## src/pkg/smb_pkg.sv

```systemverilog
// constants, register map and types for the two-wire serial port
package smb_pkg;
   // timing: system clock and half of one serial bit period
   localparam int CLK_PERIOD_PS = 5000;
   localparam int SCL_HALF_NS = 250;
   localparam int SCL_HALF_CYC =
      (SCL_HALF_NS * 1000 + CLK_PERIOD_PS - 1) / CLK_PERIOD_PS;
   localparam logic [15:0] SCL_HALF_CNT = 16'(SCL_HALF_CYC - 1);

   // register indices; byte address is four times the index
   localparam logic [7:0] CTRL_IDX = 8'hc0;
   localparam logic [7:0] CFG_IDX = 8'hc1;
   localparam logic [7:0] DATA_IDX = 8'hc2;
   localparam logic [11:0] CTRL_ADDR = {2'h0, CTRL_IDX, 2'h0};
   localparam logic [11:0] CFG_ADDR = {2'h0, CFG_IDX, 2'h0};
   localparam logic [11:0] DATA_ADDR = {2'h0, DATA_IDX, 2'h0};

   // control/status field positions
   localparam int CTRL_MASTER_BIT = 7;
   localparam int CTRL_TRANSMIT_DIRECTION_FLAG_BIT = 6;
   localparam int CTRL_STA_BIT = 5;
   localparam int CTRL_STO_BIT = 4;
   localparam int CTRL_ACK_NEEDED_FLAG_BIT = 3;
   localparam int CTRL_ARBITRATION_LOST_FLAG_BIT = 2;
   localparam int CTRL_ACK_BIT = 1;
   localparam int CTRL_SI_BIT = 0;

   // configuration field positions
   localparam int CFG_EN_BIT = 7;
   localparam int CFG_INH_BIT = 6;
   localparam int CFG_BUSY_BIT = 5;
   localparam int CFG_MODE_LSB = 3;

   // reset values
   localparam logic [7:0] DATA_RESET = 8'h00;
   localparam logic [15:0] CNT_RESET = 16'h0000;
   localparam logic [3:0] BITCNT_RESET = 4'h0;

   // bit positions inside one byte frame
   localparam logic [3:0] BIT_LAST = 4'h7;
   localparam logic [3:0] BIT_ACK = 4'h8;

   typedef enum logic [3:0] {
      M_IDLE = 4'b0000,
      M_GEN_START = 4'b0001,
      M_LOW = 4'b0010,
      M_HIGH = 4'b0011,
      M_RSTART_A = 4'b0100,
      M_RSTART_B = 4'b0101,
      M_STOP_A = 4'b0110,
      M_STOP_B = 4'b0111,
      M_STOP_C = 4'b1000
   } smb_mstate_t;

   typedef enum logic [1:0] {
      MODE_SLAVE_RX = 2'b00,
      MODE_SLAVE_TX = 2'b01,
      MODE_MASTER_RX = 2'b10,
      MODE_MASTER_TX = 2'b11
   } smb_mode_t;
endpackage

```

## src/hw/smb_flags_data_path.sv

```systemverilog
// two-wire serial port: status flags, shift data register, bus engine
`timescale 1ns/1ps
module smb_flags_data_path
   import smb_pkg::*;
(
   input wire logic clk_i,
   input wire logic rst_i,
   input wire logic psel_i,
   input wire logic penable_i,
   input wire logic pwrite_i,
   input wire logic [11:0] paddr_i,
   input wire logic [31:0] pwdata_i,
   output logic pready_o,
   output logic [31:0] prdata_o,
   output logic pslverr_o,
   input wire logic scl_i,
   output logic scl_o,
   output logic scl_oe_n_o,
   input wire logic sda_i,
   output logic sda_o,
   output logic sda_oe_n_o
);

   function automatic smb_mode_t smb_mode(input logic m, input logic tx);
      smb_mode_t r;
      r = smb_mode_t'({m, tx});
      return r;
   endfunction

   logic scl_m, scl_s, scl_d, sda_m, sda_s, sda_d;
   logic pready_reg, pslverr_reg;
   logic [31:0] prdata_reg;
   logic en_reg, inh_reg, bus_busy_reg;
   logic master_reg, transmit_direction_flag_reg, sta_reg, sto_reg;
   logic ack_needed_flag_reg, arbitration_lost_flag_reg, ack_reg, si_reg;
   logic [7:0] dat_reg;
   logic rx_bit_reg;
   logic dat_written_reg;
   logic [3:0] bitcnt_reg;
   logic in_frame_reg, at_bound_reg, at_bound_d_reg, skip_reg;
   logic addr_phase_reg, addressed_reg;
   smb_mode_t mode_reg;
   smb_mstate_t m_state, m_next;
   logic [15:0] cnt_reg;
   logic scl_oe_n_reg, sda_oe_n_reg;
   logic [31:0] rd_data;

   // bus pins pass two flops before anything reads them
   always_ff @(posedge clk_i) begin
      scl_m <= scl_i;
      scl_s <= scl_m;
      scl_d <= scl_s;
      sda_m <= sda_i;
      sda_s <= sda_m;
      sda_d <= sda_s;
   end

   wire scl_rise = scl_s & ~scl_d;
   wire scl_fall = ~scl_s & scl_d;
   wire start_det = en_reg & scl_s & scl_d & sda_d & ~sda_s;
   wire stop_det = en_reg & scl_s & scl_d & ~sda_d & sda_s;
   wire half_done = (cnt_reg == SCL_HALF_CNT);

   // apb: one wait state, then answer
   wire apb_fire = psel_i & penable_i & pready_reg;
   wire apb_wr = apb_fire & pwrite_i;
   wire wr_ctrl = apb_wr & (paddr_i == CTRL_ADDR);
   wire wr_cfg = apb_wr & (paddr_i == CFG_ADDR);
   wire wr_data = apb_wr & (paddr_i == DATA_ADDR);
   wire sw_si_clr = wr_ctrl & ~pwdata_i[CTRL_SI_BIT] & si_reg;
   wire addr_ok = (paddr_i == CTRL_ADDR) | (paddr_i == CFG_ADDR) |
      (paddr_i == DATA_ADDR);

   always_comb begin
      rd_data = 32'h0;
      if (paddr_i == CTRL_ADDR) begin
         rd_data[7:0] = {master_reg, transmit_direction_flag_reg, sta_reg, sto_reg,
            ack_needed_flag_reg, arbitration_lost_flag_reg, ack_reg, si_reg};
      end else if (paddr_i == CFG_ADDR) begin
         rd_data[CFG_EN_BIT] = en_reg;
         rd_data[CFG_INH_BIT] = inh_reg;
         rd_data[CFG_BUSY_BIT] = bus_busy_reg;
         rd_data[CFG_MODE_LSB +: 2] = mode_reg;
      end else if (paddr_i == DATA_ADDR) begin
         rd_data[7:0] = dat_reg;
      end
   end

   always_ff @(posedge clk_i) begin
      if (rst_i) begin
         pready_reg <= 1'h0;
         prdata_reg <= 32'h0;
         pslverr_reg <= 1'h0;
      end else begin
         pready_reg <= psel_i & penable_i & ~pready_reg;
         if (psel_i & penable_i & ~pready_reg) begin
            prdata_reg <= pwrite_i ? 32'h0 : rd_data;
            pslverr_reg <= ~addr_ok;
         end
      end
   end

   always_ff @(posedge clk_i) begin
      if (rst_i) begin
         en_reg <= 1'h0;
         inh_reg <= 1'h0;
      end else if (wr_cfg) begin
         en_reg <= pwdata_i[CFG_EN_BIT];
         inh_reg <= pwdata_i[CFG_INH_BIT];
      end
   end

   always_ff @(posedge clk_i) begin
      if (rst_i | ~en_reg) begin
         bus_busy_reg <= 1'h0;
      end else if (start_det) begin
         bus_busy_reg <= 1'h1;
      end else if (stop_det) begin
         bus_busy_reg <= 1'h0;
      end
   end

   // frame qualified bus edges
   wire frame_live = en_reg & in_frame_reg & ~at_bound_reg & ~skip_reg;
   wire frame_rise = scl_rise & frame_live;
   wire frame_fall = scl_fall & frame_live;
   wire active = master_reg | addressed_reg;
   wire stopping = (m_state == M_STOP_A) | (m_state == M_STOP_B) |
      (m_state == M_STOP_C);

   wire own_start_done = (m_state == M_GEN_START) & half_done;
   wire own_stop_done = (m_state == M_STOP_C) & half_done;
   wire arb_rstart = start_det & master_reg & ~sta_reg &
      (m_state != M_GEN_START);
   wire arb_scl = half_done & ~scl_s &
      ((m_state == M_STOP_B) | (m_state == M_RSTART_B));
   wire arb_stop = stop_det & master_reg & ~stopping;
   wire arb_data = frame_rise & ~si_reg & (bitcnt_reg < BIT_ACK) &
      transmit_direction_flag_reg & active & dat_reg[7] & ~sda_s;
   wire arb_event = arb_rstart | arb_scl | arb_stop | arb_data;

   wire addr_hit = frame_fall & (bitcnt_reg == BIT_LAST) & addr_phase_reg &
      ~transmit_direction_flag_reg & ~master_reg & ~inh_reg;
   wire rx_done = frame_fall & (bitcnt_reg == BIT_LAST) & ~transmit_direction_flag_reg &
      active & ~addr_phase_reg;
   wire tx_done = frame_fall & (bitcnt_reg == BIT_ACK) & transmit_direction_flag_reg &
      active;
   wire slave_stop = stop_det & addressed_reg & ~master_reg;

   wire m_begin = (m_state == M_LOW) & half_done & ~si_reg & at_bound_reg &
      ~sto_reg & ~sta_reg;
   wire frame_begin = at_bound_reg & ~si_reg & (master_reg ? m_begin : 1'h1);

   // frame position: nine bit periods per byte
   always_ff @(posedge clk_i) begin
      if (rst_i | ~en_reg) begin
         bitcnt_reg <= BITCNT_RESET;
         in_frame_reg <= 1'h0;
         at_bound_reg <= 1'h0;
         skip_reg <= 1'h0;
         addr_phase_reg <= 1'h0;
         addressed_reg <= 1'h0;
      end else if (start_det) begin
         bitcnt_reg <= BITCNT_RESET;
         in_frame_reg <= 1'h1;
         at_bound_reg <= 1'h0;
         skip_reg <= 1'h1;
         addr_phase_reg <= 1'h1;
         addressed_reg <= 1'h0;
      end else if (stop_det) begin
         in_frame_reg <= 1'h0;
         at_bound_reg <= 1'h0;
         addressed_reg <= 1'h0;
      end else begin
         if (own_start_done) begin
            at_bound_reg <= 1'h1;
         end else if (frame_begin) begin
            at_bound_reg <= 1'h0;
         end
         // first falling edge after a START opens the frame
         if (scl_fall & skip_reg) begin
            skip_reg <= 1'h0;
         end
         if (arb_event) begin
            addressed_reg <= 1'h0;
         end else if (addr_hit) begin
            addressed_reg <= 1'h1;
         end else if (frame_fall & (bitcnt_reg == BIT_ACK) &
               addr_phase_reg & ~master_reg & ~ack_reg) begin
            // address refused: ignore the bus until the next START
            addressed_reg <= 1'h0;
         end
         if (frame_fall) begin
            if (bitcnt_reg == BIT_ACK) begin
               bitcnt_reg <= BITCNT_RESET;
               at_bound_reg <= 1'h1;
               addr_phase_reg <= 1'h0;
            end else begin
               bitcnt_reg <= bitcnt_reg + 4'h1;
            end
         end
      end
   end

   always_ff @(posedge clk_i) begin
      if (rst_i) begin
         at_bound_d_reg <= 1'h0;
      end else begin
         at_bound_d_reg <= at_bound_reg;
      end
   end

   // shift data register
   always_ff @(posedge clk_i) begin
      if (rst_i) begin
         dat_reg <= DATA_RESET;
      end else if (wr_data) begin
         dat_reg <= pwdata_i[7:0];
      end else if (frame_fall & ~si_reg & (bitcnt_reg < BIT_ACK)) begin
         // shift on the fall so the driven msb only moves while scl is low
         dat_reg <= {dat_reg[6:0], rx_bit_reg};
      end
   end

   // bus level taken at each data rise, shifted in at the next fall
   always_ff @(posedge clk_i) begin
      if (rst_i) begin
         rx_bit_reg <= 1'h0;
      end else if (frame_rise) begin
         rx_bit_reg <= sda_s;
      end
   end

   always_ff @(posedge clk_i) begin
      if (rst_i) begin
         dat_written_reg <= 1'h0;
      end else if (wr_data) begin
         dat_written_reg <= 1'h1;
      end else if (frame_begin) begin
         dat_written_reg <= 1'h0;
      end
   end

   // status flags; a hardware set always beats a clear
   always_ff @(posedge clk_i) begin
      if (rst_i) begin
         master_reg <= 1'h0;
      end else if (own_start_done) begin
         master_reg <= 1'h1;
      end else if (own_stop_done | arb_event | ~en_reg) begin
         master_reg <= 1'h0;
      end
   end

   always_ff @(posedge clk_i) begin
      if (rst_i) begin
         transmit_direction_flag_reg <= 1'h0;
      end else if (own_start_done) begin
         transmit_direction_flag_reg <= 1'h1;
      end else if (start_det | arb_event | ~en_reg) begin
         transmit_direction_flag_reg <= 1'h0;
      end else if (frame_begin) begin
         transmit_direction_flag_reg <= dat_written_reg;
      end
   end

   always_ff @(posedge clk_i) begin
      if (rst_i) begin
         sta_reg <= 1'h0;
      end else if (addr_hit) begin
         sta_reg <= 1'h1;
      end else if (wr_ctrl) begin
         sta_reg <= pwdata_i[CTRL_STA_BIT];
      end
   end

   always_ff @(posedge clk_i) begin
      if (rst_i) begin
         sto_reg <= 1'h0;
      end else if (slave_stop | arb_stop) begin
         sto_reg <= 1'h1;
      end else if (own_stop_done) begin
         sto_reg <= 1'h0;
      end else if (wr_ctrl) begin
         sto_reg <= pwdata_i[CTRL_STO_BIT];
      end
   end

   always_ff @(posedge clk_i) begin
      if (rst_i) begin
         ack_needed_flag_reg <= 1'h0;
      end else if (rx_done | addr_hit) begin
         ack_needed_flag_reg <= 1'h1;
      end else if (frame_fall & (bitcnt_reg == BIT_ACK)) begin
         ack_needed_flag_reg <= 1'h0;
      end
   end

   always_ff @(posedge clk_i) begin
      if (rst_i) begin
         arbitration_lost_flag_reg <= 1'h0;
      end else if (arb_event) begin
         arbitration_lost_flag_reg <= 1'h1;
      end else if (sw_si_clr) begin
         arbitration_lost_flag_reg <= 1'h0;
      end
   end

   always_ff @(posedge clk_i) begin
      if (rst_i) begin
         ack_reg <= 1'h0;
      end else if (frame_rise & (bitcnt_reg == BIT_ACK) & transmit_direction_flag_reg) begin
         ack_reg <= ~sda_s;
      end else if (rx_done | addr_hit) begin
         ack_reg <= 1'h0;
      end else if (wr_ctrl) begin
         ack_reg <= pwdata_i[CTRL_ACK_BIT];
      end
   end

   always_ff @(posedge clk_i) begin
      if (rst_i) begin
         si_reg <= 1'h0;
      end else if (own_start_done | arb_event | tx_done | rx_done |
            addr_hit | slave_stop) begin
         si_reg <= 1'h1;
      end else if (sw_si_clr) begin
         si_reg <= 1'h0;
      end
   end

   always_ff @(posedge clk_i) begin
      if (rst_i) begin
         mode_reg <= MODE_SLAVE_RX;
      end else begin
         mode_reg <= smb_mode(master_reg, transmit_direction_flag_reg);
      end
   end

   // master clock and condition generator
   always_comb begin
      m_next = m_state;
      case (m_state)
         M_IDLE: begin
            if (sta_reg & ~bus_busy_reg & ~master_reg) begin
               m_next = M_GEN_START;
            end
         end
         M_GEN_START: begin
            if (half_done) begin
               m_next = M_LOW;
            end
         end
         M_LOW: begin
            // held here while the byte event flag is up
            if (half_done & ~si_reg) begin
               if (~at_bound_reg) begin
                  m_next = M_HIGH;
               end else if (sto_reg) begin
                  m_next = M_STOP_A;
               end else if (sta_reg) begin
                  m_next = M_RSTART_A;
               end
            end
         end
         M_HIGH: begin
            if (half_done) begin
               m_next = M_LOW;
            end
         end
         M_RSTART_A: begin
            if (half_done) begin
               m_next = M_RSTART_B;
            end
         end
         M_RSTART_B: begin
            if (half_done) begin
               m_next = M_GEN_START;
            end
         end
         M_STOP_A: begin
            if (half_done) begin
               m_next = M_STOP_B;
            end
         end
         M_STOP_B: begin
            if (half_done) begin
               m_next = M_STOP_C;
            end
         end
         M_STOP_C: begin
            if (half_done) begin
               m_next = sta_reg ? M_GEN_START : M_IDLE;
            end
         end
         default: begin
            m_next = M_IDLE;
         end
      endcase
   end

   always_ff @(posedge clk_i) begin
      if (rst_i | ~en_reg | arb_event) begin
         m_state <= M_IDLE;
      end else begin
         m_state <= m_next;
      end
   end

   // high phase counts only once scl is seen high, so stretching works
   always_ff @(posedge clk_i) begin
      if (rst_i | (m_next != m_state) | m_begin) begin
         cnt_reg <= CNT_RESET;
      end else if ((m_state == M_HIGH) & ~scl_s) begin
         cnt_reg <= CNT_RESET;
      end else if (~half_done) begin
         cnt_reg <= cnt_reg + 16'h1;
      end
   end

   // pin drivers; a low enable pulls the wire low
   wire m_scl_low = (m_state == M_LOW) | (m_state == M_STOP_A) |
      (m_state == M_RSTART_A);
   // slave keeps scl low one extra cycle so sda settles first
   wire s_scl_low = en_reg & addressed_reg & ~master_reg &
      (si_reg | at_bound_reg | at_bound_d_reg);
   wire eng_sda_low = frame_live & active &
      (((bitcnt_reg < BIT_ACK) & transmit_direction_flag_reg & ~dat_reg[7]) |
       ((bitcnt_reg == BIT_ACK) & ~transmit_direction_flag_reg & ack_reg));
   logic sda_low;

   always_comb begin
      case (m_state)
         M_GEN_START, M_STOP_A, M_STOP_B: sda_low = 1'h1;
         M_RSTART_A, M_RSTART_B, M_STOP_C: sda_low = 1'h0;
         default: sda_low = eng_sda_low;
      endcase
   end

   always_ff @(posedge clk_i) begin
      if (rst_i) begin
         scl_oe_n_reg <= 1'h1;
         sda_oe_n_reg <= 1'h1;
      end else begin
         scl_oe_n_reg <= ~(m_scl_low | s_scl_low);
         sda_oe_n_reg <= ~(sda_low & en_reg);
      end
   end

   assign pready_o = pready_reg;
   assign prdata_o = prdata_reg;
   assign pslverr_o = pslverr_reg;
   assign scl_o = 1'h0;
   assign sda_o = 1'h0;
   assign scl_oe_n_o = scl_oe_n_reg;
   assign sda_oe_n_o = sda_oe_n_reg;

   AST_MASTER_ON_START:
   assert property (@(posedge clk_i) disable iff (rst_i)
      own_start_done |=> master_reg && transmit_direction_flag_reg && si_reg)
      else $error("own START did not enter master transmitter");

   AST_STOP_ENDS_MASTER:
   assert property (@(posedge clk_i) disable iff (rst_i)
      own_stop_done |=> !master_reg && !sto_reg)
      else $error("STOP sent but master or stop flag remains");

   AST_ACK_NEEDED_FLAG_DROP:
   assert property (@(posedge clk_i) disable iff (rst_i)
      (frame_fall && bitcnt_reg == BIT_ACK && !rx_done) |=> !ack_needed_flag_reg)
      else $error("ack-needed flag kept past ack cycle");

   AST_ARB_CLEARED:
   assert property (@(posedge clk_i) disable iff (rst_i)
      (sw_si_clr && !arb_event) |=> !arbitration_lost_flag_reg)
      else $error("arbitration flag survived byte flag clear");

   AST_ACK_LOADED:
   assert property (@(posedge clk_i) disable iff (rst_i)
      (frame_rise && bitcnt_reg == BIT_ACK && transmit_direction_flag_reg)
      |=> ack_reg == !$past(sda_s))
      else $error("acknowledge bit not loaded from bus");

   AST_DATA_STABLE:
   assert property (@(posedge clk_i) disable iff (rst_i)
      (si_reg && !wr_data) |=> $stable(dat_reg))
      else $error("data register moved while byte flag set");

   AST_MSB_FIRST:
   assert property (@(posedge clk_i) disable iff (rst_i)
      (frame_fall && !si_reg && !wr_data && bitcnt_reg < BIT_ACK)
      |=> dat_reg == {$past(dat_reg[6:0]), $past(rx_bit_reg)})
      else $error("shift order wrong");

   AST_TO_RECEIVER:
   assert property (@(posedge clk_i) disable iff (rst_i)
      (frame_begin && !dat_written_reg && !own_start_done)
      |=> !transmit_direction_flag_reg)
      else $error("no data written but still transmitting");

   AST_SCL_HELD:
   assert property (@(posedge clk_i) disable iff (rst_i)
      (si_reg && master_reg && m_state == M_LOW && !arb_event && !wr_cfg)
      |=> !scl_oe_n_o [*2])
      else $error("scl released while byte flag set");

   AST_START_REQ:
   assert property (@(posedge clk_i) disable iff (rst_i)
      (m_state == M_IDLE && en_reg && sta_reg && !bus_busy_reg &&
       !master_reg && !arb_event) |=> m_state == M_GEN_START ##1
      (m_state == M_GEN_START && !sda_oe_n_o))
      else $error("start request not acted on");

   AST_SDA_STILL:
   assert property (@(posedge clk_i) disable iff (rst_i)
      (m_state == M_HIGH && $past(m_state) == M_HIGH)
      |-> $stable(sda_oe_n_o))
      else $error("sda moved while scl high");

endmodule

```

## config.mk

```make
export PLATFORM = sky130hd
export DESIGN_NAME = smb_flags_data_path
export DESIGN_NICKNAME = d
export VERILOG_FILES = /design/src/pkg/smb_pkg.sv /design/src/hw/smb_flags_data_path.sv
export SDC_FILE = /design/constraint.sdc
export NUM_CORES = 1
export LEC_CHECK = 0
export BUFFER_PORTS_ARGS = -buffer_cell sky130_fd_sc_hd__buf_2
export CORE_ASPECT_RATIO = 0.9
export CORE_MARGIN = 2
export CORE_UTILIZATION = 54
export CTS_CLUSTER_SIZE = 14
export DETAILED_ROUTE_END_ITERATION = 16
export PLACE_DENSITY = 0.89
export SLEW_MARGIN = 10
export SYNTH_ARGS = -nofsm -noshare
export SYNTH_HDL_FRONTEND = slang
export SYNTH_SLANG_ARGS = --single-unit
export TNS_END_PERCENT = 5
```

## constraint.sdc

```tcl
create_clock -name clk_i -period 2.1 [get_ports clk_i]
set_input_delay 0.21 -clock clk_i [delete_from_list [all_inputs] [get_ports clk_i]]
set_output_delay 0.21 -clock clk_i [all_outputs]
set_load 0.1 [all_outputs]
```

# After elaboration in Yosys (flattened, before gate mapping)
# Index checks and enable logic that the tools add are counted.
classes:
  mux: 58
  n_lt_le_gt_ge: 1
  n_bitwise: 133
  n_eq_ne: 17
  n_addsub: 2
  n_reduce_logical: 26
op_table:
  columns: ["cell", "count"]
  rows:
  - ["AND 1 bit", 79]
  - ["2-to-1 mux 4 bit", 12]
  - ["2-to-1 mux 8 bit", 5]
  - ["2-to-1 mux 1 bit", 37]
  - ["equality test 12 x 10 -> 1 bit (second input constant)", 3]
  - ["case mux 4 bit (8 select lines)", 1]
  - ["bitwise OR 1 bit", 30]
  - ["inverter 1 bit", 24]
  - ["nonzero test 2 bit", 12]
  - ["equality test 4 x 3 -> 1 bit (second input constant)", 5]
  - ["adder 16 x 1 -> 16 bit (second input constant)", 1]
  - ["equality test 16 x 6 -> 1 bit (second input constant)", 1]
  - ["nonzero test 3 bit", 3]
  - ["OR reduction 3 bit", 3]
  - ["equality test 4 x 2 -> 1 bit (second input constant)", 2]
  - ["equality test 4 bit (second input constant)", 2]
  - ["OR reduction 2 bit", 3]
  - ["2-to-1 mux 5 bit", 1]
  - ["adder 4 x 1 -> 4 bit (second input constant)", 1]
  - ["equality test 4 x 1 -> 1 bit (second input constant)", 1]
  - ["logical NOT 4 bit", 1]
  - ["< comparator 4 bit (second input constant)", 1]
  - ["inequality test 4 x 1 -> 1 bit (second input constant)", 1]
  - ["inequality test 4 bit", 1]
  - ["other kinds (6)", 7]
word_totals:
  out_inout_bits: 38
  wordCells: 271
  ff_bits: 94

# Depth between registers and ports, before layout
logic_depth:
  ltp_word: 17
  depth_mapped: 8
  depth_no_buf: 7

# Least setup slack after synthesis
# Ideal clock, no wire load.
synth_path:
  path_kind: "flip-flop to flip-flop"
  start: "register pready_reg, in the netlist pready_o"
  end: "register ack_reg"
  path_slack_ps: 19
  period_less_slack_ps: 2081
  setup_time_ps: 128
  t_arrival_ps: 1953
  n_path_buf: 0
  path_stages_with_launch: 6
  cell_sequence: "dfxtp_1 and4_1 nand4_1 mux2_2 a21oi_1 nor2_1"
synth_via:
  elab_chain_cells: 4
synth_rtl:
  columns: ["item", "line", "rtl"]
  rows:
  - ["from (decl)", "smb_flags_data_path.sv:31", "logic pready_reg, pslverr_reg;"]
  - ["from (signal assigned)", "smb_flags_data_path.sv:95", "pready_reg <= psel_i & penable_i & ~pready_reg;"]
  - ["AND 1 bit", "smb_flags_data_path.sv:65", "wire apb_fire = psel_i & penable_i & pready_reg;"]
  - ["AND 1 bit", "smb_flags_data_path.sv:66", "wire apb_wr = apb_fire & pwrite_i;"]
  - ["AND 1 bit", "smb_flags_data_path.sv:67", "wire wr_ctrl = apb_wr & (paddr_i == CTRL_ADDR);"]
  - ["nonzero test 3 bit (no line)", null, null]
  - ["to (signal assigned)", "smb_flags_data_path.sv:313", "ack_reg <= ~sda_s;"]
  - ["to (signal assigned)", "smb_flags_data_path.sv:317", "ack_reg <= pwdata_i[CTRL_ACK_BIT];"]
  - ["to (decl)", "smb_flags_data_path.sv:35", "logic ack_needed_flag_reg, arbitration_lost_flag_reg, ack_reg, si_reg;"]
# Every way passes these cells.
# A chain may end at the register's enable or synchronous reset.

# Worst setup path after layout
layout_path:
  start: "register cnt_reg[1]"
  end: "register cnt_reg[1]"
layout_via:
  elab_chain_cells: 8
  elab_cells_between_ends: 20
  classes_between: "1 x add/sub; 2 x eq/ne; 8 x mux; 8 x bitwise; 1 x reduce/logical"
layout_rtl:
  columns: ["item", "line", "rtl"]
  rows:
  - ["from (decl)", "smb_flags_data_path.sv:44", "logic [15:0] cnt_reg;"]
  - ["from (signal assigned)", "smb_flags_data_path.sv:417", "cnt_reg <= cnt_reg + 16'h1;"]
  - ["equality test 16 x 6 -> 1 bit", "smb_flags_data_path.sv:62", "wire half_done = (cnt_reg == SCL_HALF_CNT);"]
  - ["AND 1 bit, on equally long branches", "smb_flags_data_path.sv:356, smb_flags_data_path.sv:150", null]
  - ["2-to-1 mux 4 bit / AND 1 bit (equally long branches)", "smb_flags_data_path.sv:356, smb_flags_data_path.sv:150", null]
  - ["case mux 4 bit (8 select lines) / AND 1 bit (equally long branches)", "smb_flags_data_path.sv:343, smb_flags_data_path.sv:150", null]
  - ["inequality test 4 bit / AND 1 bit (equally long branches)", "smb_flags_data_path.sv:412, smb_flags_data_path.sv:150", null]
  - ["bitwise OR 1 bit / AND 1 bit (equally long branches)", "smb_flags_data_path.sv:412, smb_flags_data_path.sv:151", null]
  - ["bitwise OR 1 bit", "smb_flags_data_path.sv:412", "if (rst_i | (m_next != m_state) | m_begin) begin"]
  - ["OR reduction 2 bit (no line)", null, null]
# Parallel ways exist; a longest one is shown, timed or not.

==> results.json <==
{
  "setup_ws_ps": 77.4,
  "largest_reg_flops": 16,
  "switching_share": 0.286,
  "gp_congestion": 0.913,
  "overflow": 0,
  "yosysSeqAreaShare": 0.357,
  "cts.path.max_buffers": 2,
  "ys_dominant_reg_cell": "dfxtp_1",
  "cts_tree": "built",
  "startpoint_type": "flip-flop",
  "setup_violations": 0,
  "grtUsageTotal": 0.234,
  "cp_max_fo": 10,
  "irDropWorstVdd_v": 0.000453,
  "grt_pass1_vias": 3143,
  "fin_area_mm2": 0.00432,
  "r2r-end": "cnt_reg[1]",
  "place_ws_ps": 70.7,
  "hold_violations": 0,
  "finalSetupTns_ps": 0,
  "p_seq_frac": 0.514,
  "ys_warn_count": 0,
  "rrSetupSlack_ps": 80,
  "dp_hpwl_mm": 6.62,
  "synth_common_cells": "70 x dfxtp_1, 39 x nor2_1, 27 x a21oi_1, 27 x buf_4, 24 x nand2_1",
  "finalNonFillerCells": 577,
  "place_area_mm2": 0.00409,
  "synthTopCellsByArea": "dfxtp_1 36%, buf_4 5.2%, mux2i_1 3.8%",
  "remaining_drc_errors": 0,
  "drtIter0Drc": 396,
  "die-area_mm2": 0.00797,
  "die_h_um": 84.9,
  "grt_max_degree": 23,
  "ys_types": 80,
  "power.density_mw_per_mm2": 610,
  "cp.arrival_ps": 2290,
  "synth_edf_count": 0,
  "final_layout_size_suffix_gt1_frac": 0.229,
  "placed_cells": 557,
  "period_needed_ps": 2020,
  "coreArea_mm2": 0.00704,
  "syn_inst": 435,
  "min_to": "inh_reg",
  "vias_per_cell": 5.96,
  "clk_latency_ps": 350,
  "ys_seq_elements": 70,
  "rows": 29,
  "final_nets": 535,
  "required_ps": 2370,
  "fin_crit_sh": 0.963,
  "rr_worst_depth": 9,
  "port_buffers": 38,
  "outcome": "finished, final reports clean",
  "cts_buffers": 9,
  "critPathKind": "reg -> reg",
  "antenna_found_initial": 0,
  "routed_wl_mm": 9.13,
  "synth_area_mm2": 0.00393,
  "synth_top_area_frac": 0.357,
  "wl_per_cell_um": 15.8,
  "tightestPinTransition_ps": 551,
  "antenna_cells": 0,
  "comb_power_share": 0.126,
  "p_total_mw": 2.63,
  "endpoint_kind": "flip-flop",
  "maxCapViolCount": 0,
  "crit_start": "cnt_reg[1]",
  "skew_ps": 6.89,
  "clkSinkCount": 70,
  "intPower_mw": 1.88,
  "p_leak_nw": 1.70,
  "vias": 3437,
  "async_flop_share": 0,
  "clk_pin_slew_ps": 70,
  "drt-pass1-iter-count": 5,
  "syn_avg_cell_area_um2": 9.03,
  "max_freq_ghz": 0.494,
  "nFillCells": 561,
  "yosysMostFrequentCell": "dfxtp_1",
  "reg2reg_from": "cnt_reg[1]",
  "boundaryPins": 89,
  "whs_path_depth": 3,
  "ant_nets": 0,
  "root_buffer": "clkbuf_8",
  "hold_path.startpoint": "pwdata_i[6]",
  "initial_utilization": 0.558,
  "p_clk_frac": 0.359,
  "report.final.slew_viol_count": 0,
  "grt_pass1_wl_mm": 14.8,
  "area_growth_pct": 9.91,
  "htree_levels": 3,
  "maxSlewHeadroom": 0.630,
  "p_sw_uw": 754,
  "synth_top_area_cell": "dfxtp_1",
  "fp.dieW_um": 93.9,
  "min_path_type": "in -> reg"
}
-- cell type report --
class,count,area [µm²],share of cell area
clock buffer,14,163,0.0377
clock inverter,1,5.00,0.00116
inverter,15,56.3,0.0130
multi-input combinational,325,2210,0.511
sequential,70,1400,0.325
tap,93,116,0.0270
timing repair buffer,59,365,0.0846
-- placed cells by master (no fill, tap or decap), types with 4 or more instances in the layout --
master	synthesis	layout
a211oi_1	10	10
a21oi_1	27	27
a22oi_1	5	5
a31oi_1	4	4
and3_1	4	4
buf_2	4	38
buf_4	27	18
clkbuf_8	2	11
conb_1	1	26
dfxtp_1	70	68
ha_1	4	4
inv_1	14	14
mux2i_1	15	15
nand2_1	24	24
nand2b_1	5	5
nand3_1	16	16
nand3b_1	6	6
nand4_1	8	8
nor2_1	39	39
nor2_4	8	8
nor2b_1	15	15
nor3_1	5	5
nor4_1	6	6
o21ai_0	11	11
o221ai_1	5	5
xnor2_1	4	4
xor2_1	10	10
-- cells by family after synthesis --
logic type               Yosys count  synth area share
flip-flops                        70             0.357
other                              1          0.000955
buffers and inverters             65             0.110
adder cells (fa/ha/maj)            4            0.0127
AND/OR/NAND/NOR                  177             0.285
AO/OA/AOI/OAI                     86             0.156
multiplexers                      18            0.0468
XOR/XNOR                          14            0.0312
-- layer usage --
| metal | GRT usage | vias up | share of wire | wire length, µm |
|---|---|---|---|---|
| li1 | - | 1596 | - | - |
| met4 | 0.0856 | 0 | 0.024 | 218 |
| met5 | 0 | - | 0 | 0 |
| met1 | 0.303 | 1629 | 0.40 | 3670 |
| met2 | 0.377 | 181 | 0.49 | 4480 |
| met3 | 0.0631 | 31 | 0.084 | 762 |
-- worst max-delay path, stage by stage, from the launching register on --
cell	delay [ps]
dfxtp_2	370
inv_1	50
ha_1	170
nor3b_2	160
nand4_1	190
buf_4	160
o2111ai_1	140
a311o_4	350
buf_12	160
a211oi_2	190
-- power by group through the flow --
stage	clock [mW]	combinational, mW	sequential [mW]
finish	0.947	0.333	1.35
global route	1.03	0.347	1.36
CTS	0.973	0.329	1.35
detailed placement	0	0.326	1.38
global placement	0	0.322	1.38
floorplan	0	0.307	1.39
-- metrics by stage --
stage / hold WS, ps / util
4_1_cts: 127 / 0.607
2_1_floorplan: 238 / -
3_5_place_dp: 314 / 0.581
3_3_place_gp: 311 / 0.581
5_1_grt: 154 / 0.613
6_report: 137 / 0.613
-- how the worst max path moves through the flow --
stage	to	slack, ps	depth (start not counted)
floorplan	ack_reg	20	5
global placement	transmit_direction_flag_reg	160	7
detailed placement	transmit_direction_flag_reg	70	7
CTS	transmit_direction_flag_reg	5	7
global route	cnt_reg[14]	-20	8
finish	cnt_reg[1]	80	9
-- timing repair --
item,4_1_cts,5_1_grt
buffers inserted,0,3
gates resized for setup,0,5
setup endpoints to repair,0,10
hold buffers,2,0
hold endpoints to repair,2,0
Power figures use the tool's default switching activity.
